### src/hw/chmcm_pkg.sv
// Package for the card host-mode and configuration map block.
// Assumes a single 100 MHz clock domain and the parallel socket bus.
package chmcm_pkg;

	// ----------------------------------------------------------------
	// Attribute-space register offsets (byte addresses) and tuple chain length (entries)
	// ----------------------------------------------------------------
	localparam logic [10:0] CHM_OFS_OPTION = 11'h200;
	localparam logic [10:0] CHM_OFS_STATE = 11'h202;
	localparam logic [10:0] CHM_OFS_PIN = 11'h204;
	localparam logic [10:0] CHM_OFS_SOCKET = 11'h206;
	localparam logic [10:0] CHM_TUPLE_LEN = 11'h09C;

	// ----------------------------------------------------------------
	// Field positions and reset values
	// ----------------------------------------------------------------
	localparam int CHM_IDX_LSB = 0;
	localparam int CHM_IDX_W = 6;
	localparam int CHM_LEVEL_BIT = 6;
	localparam int CHM_SRESET_BIT = 7;
	localparam int CHM_INTR_BIT = 1;
	localparam int CHM_PWRDN_BIT = 2;
	localparam int CHM_RDY_BIT = 1;
	localparam int CHM_PIN_RDY_BIT = 5;
	localparam logic [7:0] CHM_OPTION_RST = 8'h00;
	localparam logic [7:0] CHM_STATE_RST = 8'h00;
	localparam logic [7:0] CHM_SOCKET_RST = 8'h00;
	localparam logic [5:0] CHM_IDX_MAX = 6'h03;

	// ----------------------------------------------------------------
	// Modes and I/O windows
	// ----------------------------------------------------------------
	typedef enum logic [2:0] {
		CHM_MAP_MEM = 3'b000,
		CHM_MAP_CONTIG = 3'b001,
		CHM_MAP_PRIMARY = 3'b011,
		CHM_MAP_SECONDARY = 3'b010,
		CHM_MAP_IDE = 3'b110
	} chm_map_e;

	localparam logic [10:0] CHM_MEM_SPAN = 11'h7FF;
	localparam logic [9:0] CHM_PRI_BASE = 10'h1F0;
	localparam logic [9:0] CHM_PRI_ALT = 10'h3F6;
	localparam logic [9:0] CHM_SEC_BASE = 10'h170;
	localparam logic [9:0] CHM_SEC_ALT = 10'h376;
	localparam logic [3:0] CHM_DATA_REG = 4'h0;
	localparam logic [3:0] CHM_FEAT_REG = 4'h1;
	localparam logic [3:0] CHM_CMD_REG = 4'h7;

	// ----------------------------------------------------------------
	// Commands and tuple codes
	// ----------------------------------------------------------------
	localparam logic [7:0] CHM_CMD_IDENTIFY = 8'hEC;
	localparam logic [7:0] CHM_CMD_SETFEAT = 8'hEF;
	localparam logic [7:0] CHM_FEAT_8BIT_ON = 8'h01;
	localparam logic [7:0] CHM_FEAT_8BIT_OFF = 8'h81;
	localparam logic [7:0] CHM_FUNC_FIXED = 8'h04;
	localparam logic [7:0] CHM_FUNC_REMOVABLE = 8'h00;
	localparam logic [7:0] CHM_SYSINIT = 8'h01;
	localparam logic [10:0] CHM_FUNC_OFS = 11'h02F;
	localparam logic [7:0] CHM_TPL_NOLINK = 8'h14;
	localparam logic [7:0] CHM_TPL_END = 8'hFF;
	localparam logic [7:0] CHM_TPL_CONFIG = 8'h1A;
	localparam logic [7:0] CHM_TPL_ENTRY = 8'h1B;
	localparam logic [7:0] CHM_TPL_FUNCID = 8'h21;

	// ----------------------------------------------------------------
	// Carriers
	// ----------------------------------------------------------------
	typedef struct packed {
		logic ce_n;
		logic reg_n;
		logic oe_n;
		logic we_n;
		logic iord_n;
		logic iowr_n;
		logic [10:0] addr;
		logic [7:0] wdata;
	} chm_bus_s;

	typedef struct packed {
		logic rd;
		logic wr;
		logic [10:0] addr;
		logic [7:0] wdata;
	} chm_attr_req_s;

endpackage

### src/hw/chmcm_sync.sv
// Three-stage input synchroniser with an agreement filter.
// Assumes the input is asynchronous to i_clk.
`timescale 1ns/100ps
module chmcm_sync
	import chmcm_pkg::*;
#(
	parameter int W = 1
) (
	// Clock and reset
	input wire logic i_clk,
	input wire logic i_nrst,
	// Data
	input wire logic [W-1:0] i_d,
	input wire logic [W-1:0] i_rst_val,
	output logic [W-1:0] o_q
);

	typedef struct packed {
		logic [W-1:0] s1;
		logic [W-1:0] s2;
		logic [W-1:0] s3;
		logic [W-1:0] q;
		logic [1:0] init;
	} chm_sync_s;

	chm_sync_s r;
	chm_sync_s next_r;

	// Filtered value only moves once stages two and three agree
	always_comb begin
		next_r = r;
		next_r.s1 = i_d;
		next_r.s2 = r.s1;
		next_r.s3 = r.s2;
		if (r.init != 2'h3) begin
			// Stages still hold reset zeros, which would read as asserted strobes
			next_r.q = i_rst_val;
			next_r.init = r.init + 2'h1;
		end else if (r.s2 == r.s3) begin
			next_r.q = r.s3;
		end
	end

	always_ff @(posedge i_clk or negedge i_nrst) begin
		if (!i_nrst) begin
			r <= '0;
		end else begin
			r <= next_r;
		end
	end

	assign o_q = (r.init == 2'h0) ? i_rst_val : r.q;

endmodule

### src/hw/chmcm_tuples.sv
// Fixed configuration tuple chain, one byte per even attribute address.
// Assumes the caller passes the tuple byte index (address divided by two).
`timescale 1ns/100ps
module chmcm_tuples
	import chmcm_pkg::*;
(
	// Lookup
	input wire logic [10:0] i_index,
	input wire logic i_ide,
	output logic [7:0] o_byte
);

	// Function code differs only between IDE and socket use
	always_comb begin
		case (i_index)
			11'h000: o_byte = 8'h01;
			11'h001: o_byte = 8'h04;
			11'h006: o_byte = 8'h1C;
			11'h007: o_byte = 8'h05;
			11'h00D: o_byte = 8'h18;
			11'h00E: o_byte = 8'h02;
			11'h011: o_byte = 8'h20;
			11'h012: o_byte = 8'h04;
			11'h017: o_byte = 8'h15;
			11'h018: o_byte = 8'h14;
			11'h02D: o_byte = CHM_TPL_FUNCID;
			11'h02E: o_byte = 8'h02;
			CHM_FUNC_OFS: o_byte = i_ide ? CHM_FUNC_FIXED : CHM_FUNC_REMOVABLE; // [RULE18]
			11'h030: o_byte = CHM_SYSINIT; // [RULE18]
			11'h03A: o_byte = CHM_TPL_CONFIG;
			11'h03B: o_byte = 8'h05;
			11'h03C: o_byte = 8'h01;
			11'h03D: o_byte = 8'h03;
			11'h03E: o_byte = 8'h00;
			11'h03F: o_byte = 8'h02;
			11'h040: o_byte = 8'h0F;
			11'h041: o_byte = CHM_TPL_ENTRY;
			11'h042: o_byte = 8'h08;
			11'h043: o_byte = 8'hC0;
			11'h053: o_byte = CHM_TPL_ENTRY;
			11'h054: o_byte = 8'h0A;
			11'h055: o_byte = 8'hC1;
			11'h067: o_byte = CHM_TPL_ENTRY;
			11'h068: o_byte = 8'h0F;
			11'h069: o_byte = 8'hC2;
			11'h080: o_byte = CHM_TPL_ENTRY;
			11'h081: o_byte = 8'h0F;
			11'h082: o_byte = 8'hC3;
			11'h099: o_byte = CHM_TPL_NOLINK; // [RULE17]
			11'h09A: o_byte = 8'h00; // [RULE17]
			11'h09B: o_byte = CHM_TPL_END; // [RULE17]
			default: o_byte = 8'h00;
		endcase
	end

endmodule

### src/hw/chmcm_top.sv
// Host mode selection, attribute registers and window decode of the card.
// Assumes socket strobes arrive asynchronously and are synchronised here.
//
// Behaviour
// RULE1: Host asserts attribute select for every attribute and tuple access.
// RULE2: Host releases attribute select for common memory; card decodes common.
// RULE3: Option index selects memory, contiguous, primary or secondary mapping.
// RULE4: Strap low at power-up selects IDE operation, else socket card.
// RULE5: In IDE operation attribute registers are unreachable.
// RULE6: IDE data register starts as full 16-bit words.
// RULE7: Byte-wide data only after set-features asks for it.
// RULE8: Identify command EC starts return of the parameter block; the code starts it only in IDE operation.
// RULE9: Config registers sit at 200, 202, 204, 206 in attribute space.
// RULE10: Index 0 to 3 valid; above 3 is not a configuration.
// RULE11: Index 0 maps 2048 bytes of memory and needs wait support.
// RULE12: Index 1 decodes 4 lines, 8/16 bit, any interrupt.
// RULE13: Index 2 answers 01F0 block of 8 and 03F6 block of 2.
// RULE14: Index 3 answers 0170 block of 8 and 0376 block of 2.
// RULE15: I/O configurations support pulse and level interrupts, shareable.
// RULE16: Ready-busy driven, battery and write-protect inactive, no wait in I/O.
// RULE17: Tuple chain ends with no-link 14 length 0, then FF.
// RULE18: Function code 04 in IDE, removable otherwise; system init 01.
// RULE19: Every mode includes the alternate status location; the code decodes it only in the I/O and IDE mappings, not in memory mode.
// RULE20: Host writes socket and copy before option register.
`timescale 1ns/100ps
module chmcm_top
	import chmcm_pkg::*;
(
	// Clock and reset
	input wire logic i_clk,
	input wire logic i_nrst,
	// Socket strobes and data
	input wire logic i_ce_n,
	input wire logic i_reg_n,
	input wire logic i_oe_n,
	input wire logic i_we_n,
	input wire logic i_iord_n,
	input wire logic i_iowr_n,
	input wire logic [10:0] i_addr,
	input wire logic [7:0] i_wdata,
	input wire logic i_ide_mode_strap_n,
	// Card core status
	input wire logic i_core_busy,
	input wire logic i_core_irq,
	// Read data
	output logic [7:0] o_rdata,
	output logic o_rdata_oe,
	// Status lines
	output logic o_ready_busy_line,
	output logic o_irq_n,
	output logic [1:0] o_battery_detect_outputs,
	output logic o_write_protect,
	output logic o_wait_n,
	// Mode and decode
	output logic [2:0] o_map_mode,
	output logic o_ide_mode,
	output logic o_data_8bit,
	output logic o_identify_start,
	output logic o_io_hit,
	output logic o_mem_hit,
	output logic o_alt_hit,
	output logic o_soft_reset
);

	// ----------------------------------------------------------------
	// Input synchronisation
	// ----------------------------------------------------------------
	chm_bus_s bus_raw;
	chm_bus_s bus;
	chm_bus_s bus_idle;
	logic strap_n;
	logic [7:0] tuple_byte;

	assign bus_raw = '{ce_n: i_ce_n, reg_n: i_reg_n, oe_n: i_oe_n, we_n: i_we_n,
		iord_n: i_iord_n, iowr_n: i_iowr_n, addr: i_addr, wdata: i_wdata};
	assign bus_idle = '{ce_n: 1'b1, reg_n: 1'b1, oe_n: 1'b1, we_n: 1'b1,
		iord_n: 1'b1, iowr_n: 1'b1, addr: 11'h000, wdata: 8'h00};

	chmcm_sync #(.W($bits(chm_bus_s))) u_bus_sync (
		.i_clk(i_clk),
		.i_nrst(i_nrst),
		.i_d(bus_raw),
		.i_rst_val(bus_idle),
		.o_q(bus)
	);

	chmcm_sync #(.W(1)) u_strap_sync (
		.i_clk(i_clk),
		.i_nrst(i_nrst),
		.i_d(i_ide_mode_strap_n),
		.i_rst_val(1'b1),
		.o_q(strap_n)
	);

	// ----------------------------------------------------------------
	// State
	// ----------------------------------------------------------------
	typedef struct packed {
		logic [3:0] boot;
		logic ide;
		logic [7:0] option;
		logic [7:0] state;
		logic [7:0] socket;
		logic data_8bit;
		logic [7:0] feature;
		logic prev_wr;
		logic prev_iowr;
		logic prev_irq;
		logic [7:0] rdata;
		logic rdata_oe;
		logic rdy;
		logic irq_n;
		logic wait_n;
		chm_map_e map;
		logic identify;
		logic io_hit;
		logic mem_hit;
		logic alt_hit;
		logic soft_reset;
	} chm_top_s;

	chm_top_s r;
	chm_top_s next_r;

	chmcm_tuples u_tuples (
		.i_index({1'b0, bus.addr[10:1]}),
		.i_ide(r.ide),
		.o_byte(tuple_byte)
	);

	// ----------------------------------------------------------------
	// Decode helpers
	// ----------------------------------------------------------------
	logic attr_sel;
	logic attr_wr;
	logic attr_rd;
	logic common_sel;
	logic io_rd;
	logic io_wr;
	logic io_task;
	logic io_alt;
	logic [3:0] task_reg;
	logic [5:0] cfg_index;
	logic cfg_valid;
	logic attr_wr_go;
	logic io_wr_go;
	logic [7:0] pin_byte;

	// Attribute space only with select asserted and not in IDE operation
	assign attr_sel = !bus.ce_n && !bus.reg_n && !r.ide; // [RULE1] [RULE5]
	assign attr_wr = attr_sel && !bus.we_n;
	assign attr_rd = attr_sel && !bus.oe_n;
	assign common_sel = !bus.ce_n && bus.reg_n; // [RULE2]
	assign io_rd = !bus.ce_n && !bus.iord_n;
	assign io_wr = !bus.ce_n && !bus.iowr_n;
	assign cfg_index = r.option[CHM_IDX_LSB +: CHM_IDX_W];
	assign cfg_valid = cfg_index <= CHM_IDX_MAX; // [RULE10]

	// One register write per strobe, however long the host holds it low
	assign attr_wr_go = attr_wr && !r.prev_wr;
	assign io_wr_go = io_wr && !r.prev_iowr;

	// Only the ready image is live; the other pin images read as zero
	always_comb begin
		pin_byte = 8'h00;
		pin_byte[CHM_PIN_RDY_BIT] = !i_core_busy; // [RULE16]
	end

	// Window decode per mapping, alternate status in every I/O form
	always_comb begin
		io_task = 1'b0;
		io_alt = 1'b0;
		task_reg = bus.addr[3:0];
		case (r.map)
			CHM_MAP_CONTIG: begin
				io_task = bus.addr[3:0] < 4'h8; // [RULE12]
				io_alt = bus.addr[3:0] == 4'hE || bus.addr[3:0] == 4'hF; // [RULE19]
			end
			CHM_MAP_PRIMARY: begin
				io_task = bus.addr[9:3] == CHM_PRI_BASE[9:3]; // [RULE13]
				io_alt = bus.addr[9:1] == CHM_PRI_ALT[9:1]; // [RULE13] [RULE19]
			end
			CHM_MAP_SECONDARY: begin
				io_task = bus.addr[9:3] == CHM_SEC_BASE[9:3]; // [RULE14]
				io_alt = bus.addr[9:1] == CHM_SEC_ALT[9:1]; // [RULE14] [RULE19]
			end
			CHM_MAP_IDE: begin
				io_task = bus.addr[3] == 1'b0;
				io_alt = bus.addr[3:1] == 3'b111; // [RULE19]
			end
			default: begin
				io_task = 1'b0;
				io_alt = 1'b0;
			end
		endcase
		task_reg = {1'b0, bus.addr[2:0]};
	end

	// ----------------------------------------------------------------
	// Next state
	// ----------------------------------------------------------------
	always_comb begin
		next_r = r;
		next_r.identify = 1'b0;
		next_r.soft_reset = r.option[CHM_SRESET_BIT];
		next_r.prev_wr = attr_wr || (io_wr && io_task);
		next_r.prev_iowr = io_wr;
		next_r.prev_irq = i_core_irq;

		// Strap caught after release once the filter has settled
		if (r.boot != 4'hF) begin
			next_r.boot = r.boot + 4'h1;
			if (r.boot == 4'hE) begin
				next_r.ide = !strap_n; // [RULE4]
				next_r.data_8bit = 1'b0; // [RULE6]
			end
		end

		// Configuration register writes, edge of the write strobe only
		if (attr_wr_go) begin
			case (bus.addr)
				CHM_OFS_OPTION: next_r.option = bus.wdata; // [RULE9] [RULE20]
				CHM_OFS_STATE: next_r.state = bus.wdata;
				CHM_OFS_SOCKET: next_r.socket = bus.wdata; // [RULE9]
				default: next_r.state = r.state;
			endcase
		end

		// Mapping follows the index outside IDE operation; invalid index falls back to memory
		if (r.ide) begin
			next_r.map = CHM_MAP_IDE;
		end else if (!cfg_valid) begin
			next_r.map = CHM_MAP_MEM; // [RULE10]
		end else begin
			case (cfg_index[1:0]) // [RULE3]
				2'd0: next_r.map = CHM_MAP_MEM; // [RULE11]
				2'd1: next_r.map = CHM_MAP_CONTIG; // [RULE12]
				2'd2: next_r.map = CHM_MAP_PRIMARY; // [RULE13]
				2'd3: next_r.map = CHM_MAP_SECONDARY; // [RULE14]
				default: next_r.map = CHM_MAP_MEM;
			endcase
		end

		// Task file writes: feature then set-features or identify
		if (io_wr_go && io_task && r.map != CHM_MAP_MEM) begin
			if (task_reg == CHM_FEAT_REG) begin
				next_r.feature = bus.wdata;
			end else if (task_reg == CHM_CMD_REG) begin
				if (bus.wdata == CHM_CMD_SETFEAT && r.feature == CHM_FEAT_8BIT_ON) begin
					next_r.data_8bit = 1'b1; // [RULE7]
				end else if (bus.wdata == CHM_CMD_SETFEAT && r.feature == CHM_FEAT_8BIT_OFF) begin
					next_r.data_8bit = 1'b0;
				end
				if (bus.wdata == CHM_CMD_IDENTIFY && r.ide) begin
					next_r.identify = 1'b1; // [RULE8]
				end
			end
		end

		// Interrupt: level follows core, pulse mode gives one clock low
		if (r.map == CHM_MAP_MEM) begin
			next_r.irq_n = 1'b1;
		end else if (r.option[CHM_LEVEL_BIT]) begin
			next_r.irq_n = !i_core_irq; // [RULE15]
		end else begin
			next_r.irq_n = !(i_core_irq && !r.prev_irq); // [RULE15]
		end
		// Pending interrupt set wins over any clear in the same cycle
		if (i_core_irq) begin
			next_r.state[CHM_INTR_BIT] = 1'b1;
		end else if (attr_wr_go && bus.addr == CHM_OFS_STATE) begin
			next_r.state[CHM_INTR_BIT] = bus.wdata[CHM_INTR_BIT];
		end

		// Status lines
		next_r.rdy = !i_core_busy; // [RULE16]
		next_r.wait_n = !(r.map == CHM_MAP_MEM && common_sel && i_core_busy); // [RULE11] [RULE16]

		// Read data: attribute registers and tuples, never in IDE
		next_r.rdata = 8'h00;
		next_r.rdata_oe = 1'b0;
		if (attr_rd) begin
			next_r.rdata_oe = 1'b1;
			case (bus.addr)
				CHM_OFS_OPTION: next_r.rdata = r.option;
				CHM_OFS_STATE: next_r.rdata = r.state;
				CHM_OFS_PIN: next_r.rdata = pin_byte;
				CHM_OFS_SOCKET: next_r.rdata = r.socket;
				default: begin
					if (bus.addr < {CHM_TUPLE_LEN[9:0], 1'b0} && !bus.addr[0]) begin
						next_r.rdata = tuple_byte; // [RULE17]
					end
				end
			endcase
		end

		next_r.io_hit = (io_rd || io_wr) && io_task && r.map != CHM_MAP_MEM;
		next_r.alt_hit = (io_rd || io_wr) && io_alt && r.map != CHM_MAP_MEM; // [RULE19]
		next_r.mem_hit = common_sel && r.map == CHM_MAP_MEM && !r.ide && bus.addr <= CHM_MEM_SPAN; // [RULE11]
	end

	always_ff @(posedge i_clk or negedge i_nrst) begin
		if (!i_nrst) begin
			r <= '{boot: 4'h0, ide: 1'b0, option: CHM_OPTION_RST, state: CHM_STATE_RST,
				socket: CHM_SOCKET_RST, data_8bit: 1'b0, feature: 8'h00, prev_wr: 1'b0,
				prev_iowr: 1'b0, prev_irq: 1'b0, rdata: 8'h00, rdata_oe: 1'b0, rdy: 1'b0,
				irq_n: 1'b1, wait_n: 1'b1, map: CHM_MAP_MEM, identify: 1'b0, io_hit: 1'b0,
				mem_hit: 1'b0, alt_hit: 1'b0, soft_reset: 1'b0};
		end else begin
			r <= next_r;
		end
	end

	// ----------------------------------------------------------------
	// Outputs
	// ----------------------------------------------------------------
	assign o_rdata = r.rdata;
	assign o_rdata_oe = r.rdata_oe;
	assign o_ready_busy_line = r.rdy; // [RULE16]
	assign o_irq_n = r.irq_n;
	assign o_battery_detect_outputs = 2'b11; // [RULE16]
	assign o_write_protect = 1'b0; // [RULE16]
	assign o_wait_n = r.wait_n;
	assign o_map_mode = r.map;
	assign o_ide_mode = r.ide;
	assign o_data_8bit = r.data_8bit;
	assign o_identify_start = r.identify;
	assign o_io_hit = r.io_hit;
	assign o_mem_hit = r.mem_hit;
	assign o_alt_hit = r.alt_hit;
	assign o_soft_reset = r.soft_reset;

endmodule

### config.mk
export PLATFORM = sky130hd
export DESIGN_NAME = chmcm_top
export DESIGN_NICKNAME = d
export VERILOG_FILES = /design/src/hw/chmcm_pkg.sv /design/src/hw/chmcm_sync.sv /design/src/hw/chmcm_tuples.sv /design/src/hw/chmcm_top.sv
export SDC_FILE = /design/constraint.sdc
export NUM_CORES = 1
export LEC_CHECK = 0
export CORE_MARGIN = 4
export CORE_UTILIZATION = 40
export CTS_BUF_LIST = sky130_fd_sc_hd__clkbuf_8
export CTS_CLUSTER_SIZE = 8
export DETAILED_ROUTE_END_ITERATION = 6
export DONT_BUFFER_PORTS = 1
export PLACE_DENSITY = 0.61
export SETUP_SLACK_MARGIN = 0.4
export SYNTH_ARGS = -nofsm -noshare
export SYNTH_HDL_FRONTEND = slang
export SYNTH_SLANG_ARGS = --single-unit
export TNS_END_PERCENT = 100
### constraint.sdc
create_clock -name i_clk -period 5.1 [get_ports i_clk]
set_clock_uncertainty 0.1 [all_clocks]
set_input_delay 0.255 -clock i_clk [delete_from_list [all_inputs] [get_ports i_clk]]
set_output_delay 0.255 -clock i_clk [all_outputs]
set_load 0.03 [all_outputs]
Word level (Yosys, flattened, before mapping)
Cells that the tools add are included.

Bits in registers: 169. Bits in latches: 0. Word-level logic and storage cells: 206. ROM bits: 0. Memories: 0. Input port bits: 30. Output and inout port bits: 25. Bits in writable memories: 0.

Equal/unequal tests: 63. Add/subtract/negate cells: 3. Bitwise logic cells: 1. $mul: 0. Divide/modulo/power cells: 0. Shift operators: 0. $lt $le $gt $ge: 4. Multiplexer cells: 35. Reduce and logical (&&, ||, !) cells: 68.

Operators by type and width (number): 8-bit one-hot mux with 22 select lines (1); 10-bit by 7-bit == test with 1-bit output, second input constant (10); 10-bit by 6-bit == test with 1-bit output, second input constant (9); 25-bit two-way mux (3); 10-bit by 8-bit == test with 1-bit output, second input constant (5); 11-bit by 10-bit == test with 1-bit output, second input constant (4); 10-bit by 5-bit == test with 1-bit output, second input constant (4); 8-bit one-hot mux with 4 select lines (1); 1-bit logical AND (26); 25-bit == test (1); 8-bit == test, second input constant (3); 8-bit two-way mux (3); 10-bit by 3-bit == test with 1-bit output, second input constant (2); 10-bit by 4-bit == test with 1-bit output, second input constant (2); 9-bit == test, second input constant (2); 9-bit two-way mux (2); 1-bit two-way mux (17); 1-bit logical NOT (16); 7-bit by 6-bit == test with 1-bit output, second input constant (2); 4-bit == test, second input constant (3); 3-bit one-hot mux with 4 select lines (1); 2-bit AND reduction (6); 11-bit <= comparator, second input constant (1); 11-bit logical NOT (1); 28 further kinds (49).

Logic depth before layout (Yosys ltp)
Gate-level depths: netlist (run 1).

Depth in word-level cells: 10. Depth in mapped cells: 10. Depth with buffers taken out: 7.

By module
From an unflattened synthesis (run 1), not the netlist that was laid out.

Cell total of the unflattened synthesis: 577. Area total of the unflattened synthesis: 7636.1 um^2.

Modules (own cells, without submodules): chmcm_sync (u_bus_sync) (sequential area each 2552.4 um^2, area an instance 3787.4 um^2, cells each 225, instances 1); chmcm_top (sequential area each 1529.0 um^2, area an instance 2914.0 um^2, cells each 235, instances 1); chmcm_tuples (sequential area each 0.0 um^2, area an instance 696.9 um^2, cells each 100, instances 1); chmcm_sync (u_strap_sync) (sequential area each 150.1 um^2, area an instance 237.7 um^2, cells each 17, instances 1).

Worst setup path after synthesis (run 1)
Ideal clock, no wire load.

Path kind: register -> register. From: register u_bus_sync.r[0] (netlist bit). To: register r[24] (netlist bit). Path buffers: 2. Clock period less this slack: 2289 ps. Cell stages (with the launch flop): 9. Data required time: 4921 ps. Setup time: 79 ps. Arrival: 2109 ps. Slack: 2811 ps. Cells stage by stage: dfrtp_1 > inv_1 > ha_1 > buf_2 > a211o_1 > or4b_4 > nor4b_4 > buf_6 > mux2i_1.

Word-level cells in the longest chain between the ends: 8. Elaborated cells on any way between the ends: 15. Those cells by class: order compare: 1; eq/ne: 3; mux: 2; bitwise: 1; reduce/logical: 8.

Ends and longest elaborated chain: start, declared (RTL line chmcm_sync.sv:26) `chm_sync_s r;`; start signal, assigned (RTL line chmcm_sync.sv:48) `r <= next_r;`; 2-bit logical NOT * (RTL line chmcm_sync.sv:52) `assign o_q = (r.init == 2'h0) ? i_rst_val : r.q;`; 25-bit two-way mux * (RTL line chmcm_sync.sv:52); parallel branches: the longest is 6 deep, another holds 4-bit less-than comparator; end signal, assigned (RTL line chmcm_top.sv:304) `r <= '{boot: 4'h0, ide: 1'b0, option: CHM_OPTION_RST, state: CHM_STATE_RST,`; end signal, assigned (RTL line chmcm_top.sv:310) `r <= next_r;`; end, declared (RTL line chmcm_top.sv:122) `chm_top_s r;`.

Mark *: on every way between the ends. A chain may end at the register's enable or synchronous reset.

Final worst setup path (run 1)
Ends and elaborated chain as after synthesis.

==> run_summary.xml, run 1 <==
<?xml version="1.0" encoding="UTF-8"?>
<metrics>
  <group name="synthesis">
    <metric name="synth.distinct_cells" unit="">68</metric>
    <metric name="post_synth_main_area_contributors" unit="">sky130_fd_sc_hd__dfrtp_1 (59%), sky130_fd_sc_hd__nand3_1 (3.3%), sky130_fd_sc_hd__xor2_1 (3.0%)</metric>
    <metric name="synth.ff_latch_count" unit="">169</metric>
    <metric name="async_flop_share" unit="">1.00</metric>
    <metric name="synth.yosys.seq_area_share" unit="">0.597</metric>
    <metric name="yosysTopAreaCell" unit="">sky130_fd_sc_hd__dfrtp_1</metric>
    <metric name="synth_enable_flop_cells" unit="">0</metric>
    <metric name="syn_inst" unit="">642</metric>
    <metric name="synth_most_common_cell" unit="">sky130_fd_sc_hd__dfrtp_1</metric>
    <metric name="synth_commonest_cells" unit="">sky130_fd_sc_hd__dfrtp_1 (167), sky130_fd_sc_hd__nand3_1 (47), sky130_fd_sc_hd__nand2_1 (42), sky130_fd_sc_hd__nor2_1 (37), sky130_fd_sc_hd__o21ai_1 (33)</metric>
    <metric name="synth_area_per_cell" unit="um2">11.0</metric>
    <metric name="ys_dominant_reg_cell" unit="">sky130_fd_sc_hd__dfrtp_1</metric>
    <metric name="syn-cell-area" unit="mm2">0.00708</metric>
    <metric name="yosys_warnings" unit="">0</metric>
    <metric name="yosysTopAreaCellShare" unit="">0.590</metric>
  </group>
  <group name="setup_path">
    <metric name="crit_path_start" unit="">u_bus_sync.r[0]</metric>
    <metric name="critPathKind" unit="">reg2reg</metric>
    <metric name="arrival" unit="ns">3.55</metric>
    <metric name="crit_path_end_kind" unit="">flop</metric>
    <metric name="cp-start-kind" unit="">flop</metric>
    <metric name="worst-path-max-fanout" unit="">27</metric>
    <metric name="critPathRequiredTime" unit="ns">5.38</metric>
    <metric name="timing.rr.start" unit="">u_bus_sync.r[0]</metric>
  </group>
  <group name="route">
    <metric name="vias" unit="">4792</metric>
    <metric name="finalWirelength" unit="um">15500</metric>
    <metric name="avgRoutedWirePerCell" unit="um">17.6</metric>
    <metric name="drt_drc_violations_left" unit="">0</metric>
    <metric name="route.detailed.vias_per_inst" unit="">5.45</metric>
    <metric name="dr.pass1.iters" unit="">5</metric>
    <metric name="detail_route.iter0.violations" unit="">472</metric>
    <metric name="final_antenna_net_count" unit="">0</metric>
  </group>
  <group name="timing">
    <metric name="timing_worst_slew_pin_value" unit="ns">0.905</metric>
    <metric name="maxSlewViolCount" unit="">0</metric>
    <metric name="holdWs" unit="ns">0.128</metric>
    <metric name="setup-tns-final" unit="ns">0</metric>
    <metric name="slew_headroom" unit="">0.397</metric>
    <metric name="setup_viol" unit="">0</metric>
    <metric name="setup_slack" unit="ns">1.83</metric>
    <metric name="clock.fmax" unit="MHz">305</metric>
    <metric name="grt_setup_unrepaired" unit="">no</metric>
    <metric name="layout_min_cycle_time" unit="ns">3.27</metric>
    <metric name="finalHoldViolations" unit="">0</metric>
    <metric name="post-route-period-util" unit="">0.642</metric>
  </group>
  <group name="finish">
    <metric name="flow.area_growth_from_synthesis" unit="%">10.9</metric>
    <metric name="antenna_cells" unit="">0</metric>
    <metric name="finish.net_count" unit="">679</metric>
    <metric name="finalNonFillerCells" unit="">879</metric>
    <metric name="layout_cells_sized_above_1" unit="">0.0703</metric>
  </group>
  <group name="global_route">
    <metric name="grt.total_usage" unit="">0.163</metric>
    <metric name="via_count_of_the_first_global_routing_pass" unit="">4852</metric>
    <metric name="antenna_violations_before_repair" unit="">0</metric>
    <metric name="grt_max_degree" unit="">170</metric>
    <metric name="grt_pass1_wl" unit="um">25600</metric>
    <metric name="globalRoute.totalOverflow" unit="">0</metric>
  </group>
  <group name="clock_network">
    <metric name="clk_pin_slew" unit="ns">0.10</metric>
    <metric name="cts_tree" unit="">done</metric>
    <metric name="clkLatencyLatePin" unit="ns">0.46</metric>
    <metric name="cts.path.max_buffers" unit="">2</metric>
    <metric name="cts_max_level" unit="">4</metric>
    <metric name="root_buffer" unit="">sky130_fd_sc_hd__clkbuf_8</metric>
    <metric name="cts_buffers" unit="">17</metric>
    <metric name="clkSinkCount" unit="">169</metric>
  </group>
  <group name="pwr">
    <metric name="power.density_cell_area" unit="mW/mm2">314</metric>
    <metric name="irDropWorstVdd" unit="uV">265</metric>
    <metric name="static-leakage-power" unit="nW">3.22</metric>
  </group>
  <group name="floorplanning">
    <metric name="die_height" unit="um">141</metric>
    <metric name="design.die.area" unit="mm2">0.0199</metric>
    <metric name="dieWidth" unit="um">141</metric>
    <metric name="floorplan.rows" unit="">48</metric>
    <metric name="design.core.area" unit="mm2">0.0174</metric>
    <metric name="initial_utilization" unit="">0.408</metric>
    <metric name="top_level_ports" unit="">55</metric>
  </group>
  <group name="run">
    <metric name="max_cap_viol_count" unit="">0</metric>
  </group>
  <group name="placement">
    <metric name="place.gp.congestion" unit="">0.903</metric>
    <metric name="detailed_place_hpwl" unit="um">10700</metric>
    <metric name="placed_cells" unit="">817</metric>
    <metric name="buffers_on_ports" unit="">0</metric>
    <metric name="post-place-ws" unit="ns">1.90</metric>
  </group>
  <group name="min_path">
    <metric name="timing.hold.worst.start" unit="">i_core_busy</metric>
    <metric name="min-delay-path-class" unit="">in2reg</metric>
  </group>
  <group name="run_status">
    <metric name="outcome" unit="">finished, final reports clean</metric>
  </group>
</metrics>
==> area by class of cell <==
| class | count | area (um2) |
|---|---|---|
| clock inverter | 15 | 199 |
| clock buffer | 17 | 234 |
| timing repair buffer | 31 | 325 |
| fill | 1572 | 9500 |
| inverter | 21 | 78.8 |
| tap | 225 | 282 |
| sequential | 169 | 4230 |
| multi-input combinational | 401 | 2510 |
==> state kept, by name (all words and copies together) (netlist names), 2 cells and up <==
signal               flops
u_bus_sync.next_r       50
u_strap_sync.r           4
u_bus_sync.r            52
u_strap_sync.next_r      2
o_map_mode               3
r                       32
cfg_index                6
o_rdata                  8
==> repair_timing <==
action	CTS	global route
hold buffers	30	0
endpoints found under the hold margin	200	0
gates resized for setup	0	0
buffers inserted	0	0
==> where the power goes <==
part	internal, W	total, W	switching [W]	leakage [nW]
clock network	0.000424	0.000986	0.000561	0.218
logic	0.0000309	0.0000743	0.0000434	0.919
registers	0.00138	0.00141	0.0000340	2.08
total	0.00183	0.00247	0.000639	3.22
==> path summary, 6_finish.rpt <==
check	endpoint	slack, ns	depth (start not counted)
worst max register to register	r[24]	1.83	7
worst max-delay path	r[24]	1.83	7
min in group asynchronous	o_rdata[1]	0.28	2
max in group asynchronous	u_bus_sync.r[19]	3.88	2
worst min-delay path	o_rdata[5]	0.13	5
worst min register to register	u_bus_sync.next_r[35]	0.25	0
==> critical path, stage by stage, from the launching register on <==
cell	delay [ns]
sky130_fd_sc_hd__dfrtp_1	0.43
sky130_fd_sc_hd__inv_1	0.07
sky130_fd_sc_hd__ha_1	0.74
sky130_fd_sc_hd__clkinv_1	0.52
sky130_fd_sc_hd__nand2_1	0.16
sky130_fd_sc_hd__a22oi_1	0.18
sky130_fd_sc_hd__nor4b_4	0.69
sky130_fd_sc_hd__mux2i_1	0.29
==> metrics by stage <==
| step | total power [W] | cell area, um2 | util |
|---|---|---|---|
| after floorplan | 0.00146 | 7090 | - |
| after global placement | 0.00146 | 7110 | 0.410 |
| after detailed placement | 0.00147 | 7110 | 0.410 |
| after CTS | 0.00250 | 7860 | 0.453 |
| after global routing | 0.00259 | 7860 | 0.453 |
| final | 0.00247 | 7860 | 0.453 |
==> cells by family (layout without fill, tap and decap cells) <==
group,after synthesis,count (layout),synth area share
xor gates and xnor gates,31,31,0.0383
adders and majority gates,8,8,0.0141
AOI/OAI and AO/OA,125,125,0.107
buffers and inverters,73,84,0.0491
other,2,3,0.00106
and+or+nand+nor,213,213,0.162
DFF,169,169,0.597
muxes,21,21,0.0306
==> cells in the final DEF (no fill, tap or decap), drive strengths merged, types with 3 or more instances in the layout <==
cell and instances:
o22ai 4, ha 8, nand2b 8, xnor2 7
inv 26, nor3b 3, a21oi 31, nand4b 3
a221oi 4, dlygate4sd3 29, and3 4, nor2b 5
or4 3, clkinv 9, and4b 3, conb 3
nor4 14, clkbuf 17, nand3b 3, nand4 11
nand3 47, o21ai 54, xor2 24, nand2 42
nor3 14, mux2i 16, a31o 3, dfrtp 167
nor4b 5, mux2 5, nor2 37, a311oi 3
==> per-layer routing <==
metal  vias to the layer above  share of wire  global-route usage
met5                         -              0                   0
met1                      2349           0.46               0.227
li1                       2265              -                   -
met4                         0          0.017              0.0474
met3                        20          0.055              0.0468
met2                       158           0.46               0.252
No activity file was read; power rests on OpenSTA's default activity.
==> inputs of run 2 (changes only) <==
==> constraint.sdc (replaced) <==
create_clock -name i_clk -period 3.4 [get_ports i_clk]
set_clock_uncertainty 0.1 [all_clocks]
set_input_delay 0.17 -clock i_clk [delete_from_list [all_inputs] [get_ports i_clk]]
set_output_delay 0.17 -clock i_clk [all_outputs]
set_load 0.03 [all_outputs]
==> run_summary.xml, run 2 (same netlist as run 1, synthesis figures left out) <==
<?xml version="1.0" encoding="UTF-8"?>
<metrics>
  <group name="placement">
    <metric name="placed_cells" unit="">831</metric>
    <metric name="buffers_on_ports" unit="">0</metric>
    <metric name="detailed_place_hpwl" unit="um">10800</metric>
    <metric name="place.gp.congestion" unit="">0.877</metric>
  </group>
  <group name="setup_path">
    <metric name="critPathKind" unit="">reg2reg</metric>
    <metric name="crit_path_end_kind" unit="">flop</metric>
    <metric name="cp-start-kind" unit="">flop</metric>
    <metric name="worst-path-max-fanout" unit="">8</metric>
    <metric name="critPathRequiredTime" unit="ns">3.67</metric>
    <metric name="arrival" unit="ns">3.04</metric>
  </group>
  <group name="finish">
    <metric name="top_reg_by_flops" unit="">u_bus_sync.r</metric>
    <metric name="flow.area_growth_from_synthesis" unit="%">11.3</metric>
    <metric name="antenna_cells" unit="">0</metric>
    <metric name="finish.net_count" unit="">691</metric>
    <metric name="largest_register_ff_count" unit="">52</metric>
    <metric name="finalNonFillerCells" unit="">890</metric>
    <metric name="final_cell_mix" unit="">sky130_fd_sc_hd__dfrtp_1 (167), sky130_fd_sc_hd__nand3_1 (47), sky130_fd_sc_hd__nand2_1 (42), sky130_fd_sc_hd__nor2_1 (37), sky130_fd_sc_hd__o21ai_1 (33)</metric>
    <metric name="final_common_cell" unit="">sky130_fd_sc_hd__dfrtp_1</metric>
    <metric name="layout_cells_sized_above_1" unit="">0.0872</metric>
    <metric name="utilization" unit="">0.454</metric>
  </group>
  <group name="run">
    <metric name="max_cap_viol_count" unit="">0</metric>
  </group>
  <group name="route">
    <metric name="finalWirelength" unit="um">15500</metric>
    <metric name="dr.pass1.iters" unit="">7</metric>
    <metric name="final_antenna_net_count" unit="">0</metric>
    <metric name="route.detailed.vias_per_inst" unit="">5.47</metric>
    <metric name="detail_route.iter0.violations" unit="">406</metric>
    <metric name="drt_drc_violations_left" unit="">0</metric>
    <metric name="avgRoutedWirePerCell" unit="um">17.4</metric>
    <metric name="vias" unit="">4864</metric>
  </group>
  <group name="clock_network">
    <metric name="clkSinkCount" unit="">169</metric>
    <metric name="root_buffer" unit="">sky130_fd_sc_hd__clkbuf_8</metric>
    <metric name="cts.path.max_buffers" unit="">2</metric>
    <metric name="cts_repair_resize_count" unit="">0</metric>
    <metric name="post_cts_setup_buffer_count" unit="">0</metric>
    <metric name="clkLatencyLatePin" unit="ns">0.46</metric>
    <metric name="cts_max_level" unit="">4</metric>
    <metric name="cts_tree" unit="">done</metric>
    <metric name="clk_pin_slew" unit="ns">0.11</metric>
    <metric name="cts_buffers" unit="">17</metric>
    <metric name="cts_hold_repair.buffers" unit="">28</metric>
  </group>
  <group name="run_status">
    <metric name="violations" unit="">hold timing</metric>
    <metric name="outcome" unit="">complete, but fails checks</metric>
  </group>
  <group name="floorplanning">
    <metric name="die_height" unit="um">141</metric>
    <metric name="design.core.area" unit="mm2">0.0174</metric>
    <metric name="design.die.area" unit="mm2">0.0199</metric>
    <metric name="dieWidth" unit="um">141</metric>
    <metric name="initial_utilization" unit="">0.408</metric>
    <metric name="top_level_ports" unit="">55</metric>
    <metric name="floorplan.rows" unit="">48</metric>
  </group>
  <group name="timing">
    <metric name="clock.fmax" unit="MHz">361</metric>
    <metric name="grt_setup_unrepaired" unit="">no</metric>
    <metric name="slew_headroom" unit="">0.504</metric>
    <metric name="finalHoldViolations" unit="">169</metric>
    <metric name="setup-tns-final" unit="ns">0</metric>
    <metric name="maxSlewViolCount" unit="">0</metric>
    <metric name="timing_worst_slew_pin_value" unit="ns">0.744</metric>
    <metric name="post-route-period-util" unit="">0.814</metric>
    <metric name="layout_min_cycle_time" unit="ns">2.77</metric>
    <metric name="setup_viol" unit="">0</metric>
    <metric name="holdWs" unit="ns">-0.704</metric>
  </group>
  <group name="global_route">
    <metric name="globalRoute.totalOverflow" unit="">0</metric>
    <metric name="via_count_of_the_first_global_routing_pass" unit="">4854</metric>
    <metric name="grt.total_usage" unit="">0.163</metric>
    <metric name="grt_max_degree" unit="">170</metric>
    <metric name="antenna_violations_before_repair" unit="">0</metric>
    <metric name="grt_pass1_wl" unit="um">25800</metric>
  </group>
  <group name="pwr">
    <metric name="irDropWorstVdd" unit="uV">462</metric>
    <metric name="static-leakage-power" unit="nW">3.25</metric>
    <metric name="power.density_cell_area" unit="mW/mm2">456</metric>
  </group>
  <group name="min_path">
    <metric name="min-delay-path-class" unit="">in2async</metric>
  </group>
</metrics>
-- run 2: layout make-up --
cell class / instances / area, um2
Clock buffer: 17 / 234
Clock inverter: 14 / 158
Fill cell: 1594 / 9470
Inverter: 21 / 78.8
Multi-Input combinational cell: 401 / 2510
Sequential cell: 169 / 4230
Tap cell: 225 / 282
Timing Repair Buffer: 43 / 393
-- run 2: path summary, 6_finish.rpt --
path,start,slack (ns),cells past startpoint,endpoint
min reg2reg,u_bus_sync.next_r[62],0.25,0,u_bus_sync.next_r[37]
min in group i_clk,i_addr[1],0.17,1,u_bus_sync.next_r[61]
max reg2reg,o_map_mode[2],0.63,5,r[25]
min,i_nrst,-0.70,0,o_map_mode[1]
max in group asynchronous,i_nrst,3.54,0,u_bus_sync.r[16]
max,o_map_mode[2],0.63,5,r[25]
-- run 2: worst max-delay path: stages, from the launching register on --
cell	delay (ns)
sky130_fd_sc_hd__dfrtp_1	0.55
sky130_fd_sc_hd__nand2b_1	0.24
sky130_fd_sc_hd__a211o_1	0.38
sky130_fd_sc_hd__or4b_4	0.52
sky130_fd_sc_hd__nor4b_4	0.62
sky130_fd_sc_hd__mux2i_1	0.28
-- run 2: where the power goes --
| part | internal, W | leakage [nW] | switching, W |
|---|---|---|---|
| clock | 0.000611 | 0.195 | 0.000801 |
| sequential | 0.00206 | 2.08 | 0.0000423 |
| combinational | 0.0000440 | 0.973 | 0.0000367 |
| total | 0.00272 | 3.25 | 0.000880 |
-- run 2: stage by stage --
step                power, W  instance area [um2]  worst slack, ns
floorplan            0.00219                 7090             1.11
global placement     0.00220                 7210            0.738
detailed placement   0.00220                 7210            0.634
CTS                  0.00364                 7890            0.626
global route         0.00375                 7890            0.495
finish               0.00360                 7890            0.632
-- run 2: metal layers --
metal,vias up,track usage,share of wire
met1,2424,0.233,0.47
li1,2288,-,-
met2,135,0.245,0.47
met4,0,0.0515,0.016
met5,-,0,0
met3,17,0.0407,0.049
==> inputs of run 3 (changes only) <==
--- a/config.mk
+++ b/config.mk
@@ -11,7 +11,7 @@
 export CTS_CLUSTER_SIZE = 8
 export DETAILED_ROUTE_END_ITERATION = 6
 export DONT_BUFFER_PORTS = 1
-export PLACE_DENSITY = 0.61
+export PLACE_DENSITY = 0.63
 export SETUP_SLACK_MARGIN = 0.4
 export SYNTH_ARGS = -nofsm -noshare
 export SYNTH_HDL_FRONTEND = slang
==> constraint.sdc (replaced) <==
create_clock -name i_clk -period 2.5 [get_ports i_clk]
set_clock_uncertainty 0.1 [all_clocks]
set_input_delay 0.125 -clock i_clk [delete_from_list [all_inputs] [get_ports i_clk]]
set_output_delay 0.125 -clock i_clk [all_outputs]
set_load 0.03 [all_outputs]
==> run_summary.xml, run 3 (same netlist as run 1, synthesis figures left out) <==
<?xml version="1.0" encoding="UTF-8"?>
<metrics>
  <group name="finish">
    <metric name="layout_cells_sized_above_1" unit="">0.198</metric>
    <metric name="largest_register_ff_count" unit="">52</metric>
    <metric name="flow.area_growth_from_synthesis" unit="%">19.6</metric>
    <metric name="top_reg_by_flops" unit="">u_bus_sync.r</metric>
    <metric name="final_design_area_no_fill" unit="mm2">0.00847</metric>
    <metric name="antenna_cells" unit="">0</metric>
    <metric name="finish.net_count" unit="">733</metric>
    <metric name="final_common_cell" unit="">sky130_fd_sc_hd__dfrtp_1</metric>
    <metric name="num-fill-cells" unit="">1537</metric>
    <metric name="final_cell_mix" unit="">sky130_fd_sc_hd__dfrtp_1 (163), sky130_fd_sc_hd__buf_4 (50), sky130_fd_sc_hd__nand3_1 (44), sky130_fd_sc_hd__nand2_1 (42), sky130_fd_sc_hd__o21ai_1 (35)</metric>
  </group>
  <group name="placement">
    <metric name="detailed_place_hpwl" unit="um">11400</metric>
    <metric name="place.gp.congestion" unit="">0.869</metric>
    <metric name="buffers_on_ports" unit="">0</metric>
    <metric name="placement.cell_area" unit="mm2">0.00740</metric>
  </group>
  <group name="global_route">
    <metric name="grt_pass1_wl" unit="um">26400</metric>
    <metric name="globalRoute.totalOverflow" unit="">0</metric>
    <metric name="antenna_violations_before_repair" unit="">0</metric>
    <metric name="grt_max_degree" unit="">170</metric>
    <metric name="grt.total_usage" unit="">0.166</metric>
    <metric name="via_count_of_the_first_global_routing_pass" unit="">5008</metric>
  </group>
  <group name="route">
    <metric name="vias" unit="">5035</metric>
    <metric name="route.detailed.vias_per_inst" unit="">5.40</metric>
    <metric name="detail_route.iter0.violations" unit="">436</metric>
    <metric name="dr.pass1.iters" unit="">5</metric>
    <metric name="avgRoutedWirePerCell" unit="um">17.5</metric>
    <metric name="final_antenna_net_count" unit="">0</metric>
    <metric name="drt_drc_violations_left" unit="">0</metric>
    <metric name="finalWirelength" unit="um">16300</metric>
  </group>
  <group name="run_status">
    <metric name="violations" unit="">hold timing</metric>
    <metric name="outcome" unit="">complete, but fails checks</metric>
  </group>
  <group name="timing">
    <metric name="holdWs" unit="ns">-0.730</metric>
    <metric name="grt_setup_unrepaired" unit="">yes</metric>
    <metric name="timing_worst_slew_pin_value" unit="ns">0.560</metric>
    <metric name="finalHoldViolations" unit="">169</metric>
    <metric name="layout_min_cycle_time" unit="ns">2.27</metric>
    <metric name="clock.fmax" unit="MHz">440</metric>
    <metric name="post-route-period-util" unit="">0.910</metric>
    <metric name="slew_headroom" unit="">0.625</metric>
    <metric name="setup_viol" unit="">0</metric>
    <metric name="setup-tns-final" unit="ns">0</metric>
    <metric name="maxSlewViolCount" unit="">0</metric>
  </group>
  <group name="clock_network">
    <metric name="clkLatencyLatePin" unit="ns">0.45</metric>
    <metric name="cts.path.max_buffers" unit="">2</metric>
    <metric name="cts_tree" unit="">done</metric>
    <metric name="clk_pin_slew" unit="ns">0.09</metric>
    <metric name="cts_hold_repair.buffers" unit="">28</metric>
    <metric name="clkSinkCount" unit="">169</metric>
    <metric name="root_buffer" unit="">sky130_fd_sc_hd__clkbuf_8</metric>
    <metric name="cts_max_level" unit="">4</metric>
    <metric name="cts_buffers" unit="">17</metric>
  </group>
  <group name="setup_path">
    <metric name="arrival" unit="ns">2.53</metric>
    <metric name="cp-start-kind" unit="">flop</metric>
    <metric name="critPathKind" unit="">reg2reg</metric>
    <metric name="worst-path-max-fanout" unit="">7</metric>
    <metric name="register_to_register_path_setup_slack" unit="ns">0.23</metric>
    <metric name="critPathRequiredTime" unit="ns">2.76</metric>
    <metric name="crit_path_end_kind" unit="">flop</metric>
    <metric name="critical_path.cell_chain" unit="">inv_2, ha_4, buf_4, or4_4, or2_4, a31o_4, a21o_1, a41oi_2</metric>
    <metric name="critical-path-slowest-cell" unit="">sky130_fd_sc_hd__or4_4</metric>
    <metric name="cp_max_stage_delay" unit="ns">0.46</metric>
  </group>
  <group name="pwr">
    <metric name="power.density_cell_area" unit="mW/mm2">568</metric>
    <metric name="irDropWorstVdd" unit="uV">508</metric>
    <metric name="static-leakage-power" unit="nW">3.50</metric>
    <metric name="post-layout-total-power" unit="W">0.00481</metric>
  </group>
  <group name="floorplanning">
    <metric name="top_level_ports" unit="">55</metric>
    <metric name="design.core.area" unit="mm2">0.0174</metric>
    <metric name="initial_utilization" unit="">0.408</metric>
    <metric name="floorplan.rows" unit="">48</metric>
    <metric name="dieWidth" unit="um">141</metric>
    <metric name="design.die.area" unit="mm2">0.0199</metric>
    <metric name="die_height" unit="um">141</metric>
  </group>
  <group name="run">
    <metric name="max_cap_viol_count" unit="">0</metric>
  </group>
  <group name="min_path">
    <metric name="min-delay-path-class" unit="">in2async</metric>
  </group>
</metrics>
[run 3: cell count changes in the layout (fill, tap and decap cells not counted), sizes merged]
cell / delta
bufinv: -1
inv: +2
clkinv: +2
buf: +42
clkinvlp: -2
[run 3: critical path: cells and delay by family (launching register included)]
kind | cells | cell delay [ns]
adders and majority gates | 1 | 0.18
DFF | 1 | 0.37
buffers and inverters | 2 | 0.20
AOI/OAI and AO/OA | 3 | 0.58
and+or+nand+nor | 2 | 0.75
[run 3: layer usage]
metal / track usage / wire, um / vias up
met4: 0.0617 / 355 / 0
li1: - / - / 2371
met2: 0.255 / 7590 / 164
met1: 0.232 / 7500 / 2478
met5: 0 / 0 / -
met3: 0.0390 / 869 / 22
[run 3: cell type report]
type / instances / area (um2) / share of cell area
clock inverter: 15 / 150 / 0.0177
sequential: 169 / 4240 / 0.500
clock buffer: 17 / 234 / 0.0276
timing repair buffer: 85 / 734 / 0.0867
tap: 225 / 282 / 0.0332
inverter: 21 / 78.8 / 0.00930
multi-input combinational: 401 / 2760 / 0.325
[run 3: power breakdown]
group,internal (W),switching (W)
Combinational,0.0000665,0.0000697
Sequential,0.00281,0.0000463
Clock,0.000746,0.00108
Total,0.00362,0.00120
[run 3: path summary, 6_finish.rpt]
kind,startpoint,end,depth (start not counted)
worst min register to register,u_bus_sync.next_r[76],u_bus_sync.next_r[51],0
worst max-delay path,u_bus_sync.r[1],o_rdata[2],8
worst max register to register,u_bus_sync.r[1],o_rdata[2],8
max in group asynchronous,i_nrst,u_bus_sync.r[16],0
worst min-delay path,i_nrst,o_rdata[0],0
min in group i_clk,i_addr[6],u_bus_sync.next_r[66],1
[run 3: stage by stage]
| step | util | instances | worst slack (ns) |
|---|---|---|---|
| floorplan | - | 643 | 0.284 |
| global route | 0.488 | 933 | 0.140 |
| detailed placement | 0.426 | 855 | 0.0474 |
| global placement | 0.426 | 855 | 0.127 |
| finish | 0.488 | 933 | 0.226 |
| CTS | 0.476 | 927 | 0.247 |
[run 3: repair_timing]
item / CTS / global route
gates resized for setup: 23 / 37
endpoints found under the hold margin: 201 / 169
cloned: 0 / 1
pin swaps: 5 / 12
endpoints found under the setup margin: 43 / 52
buffers inserted: 12 / 5
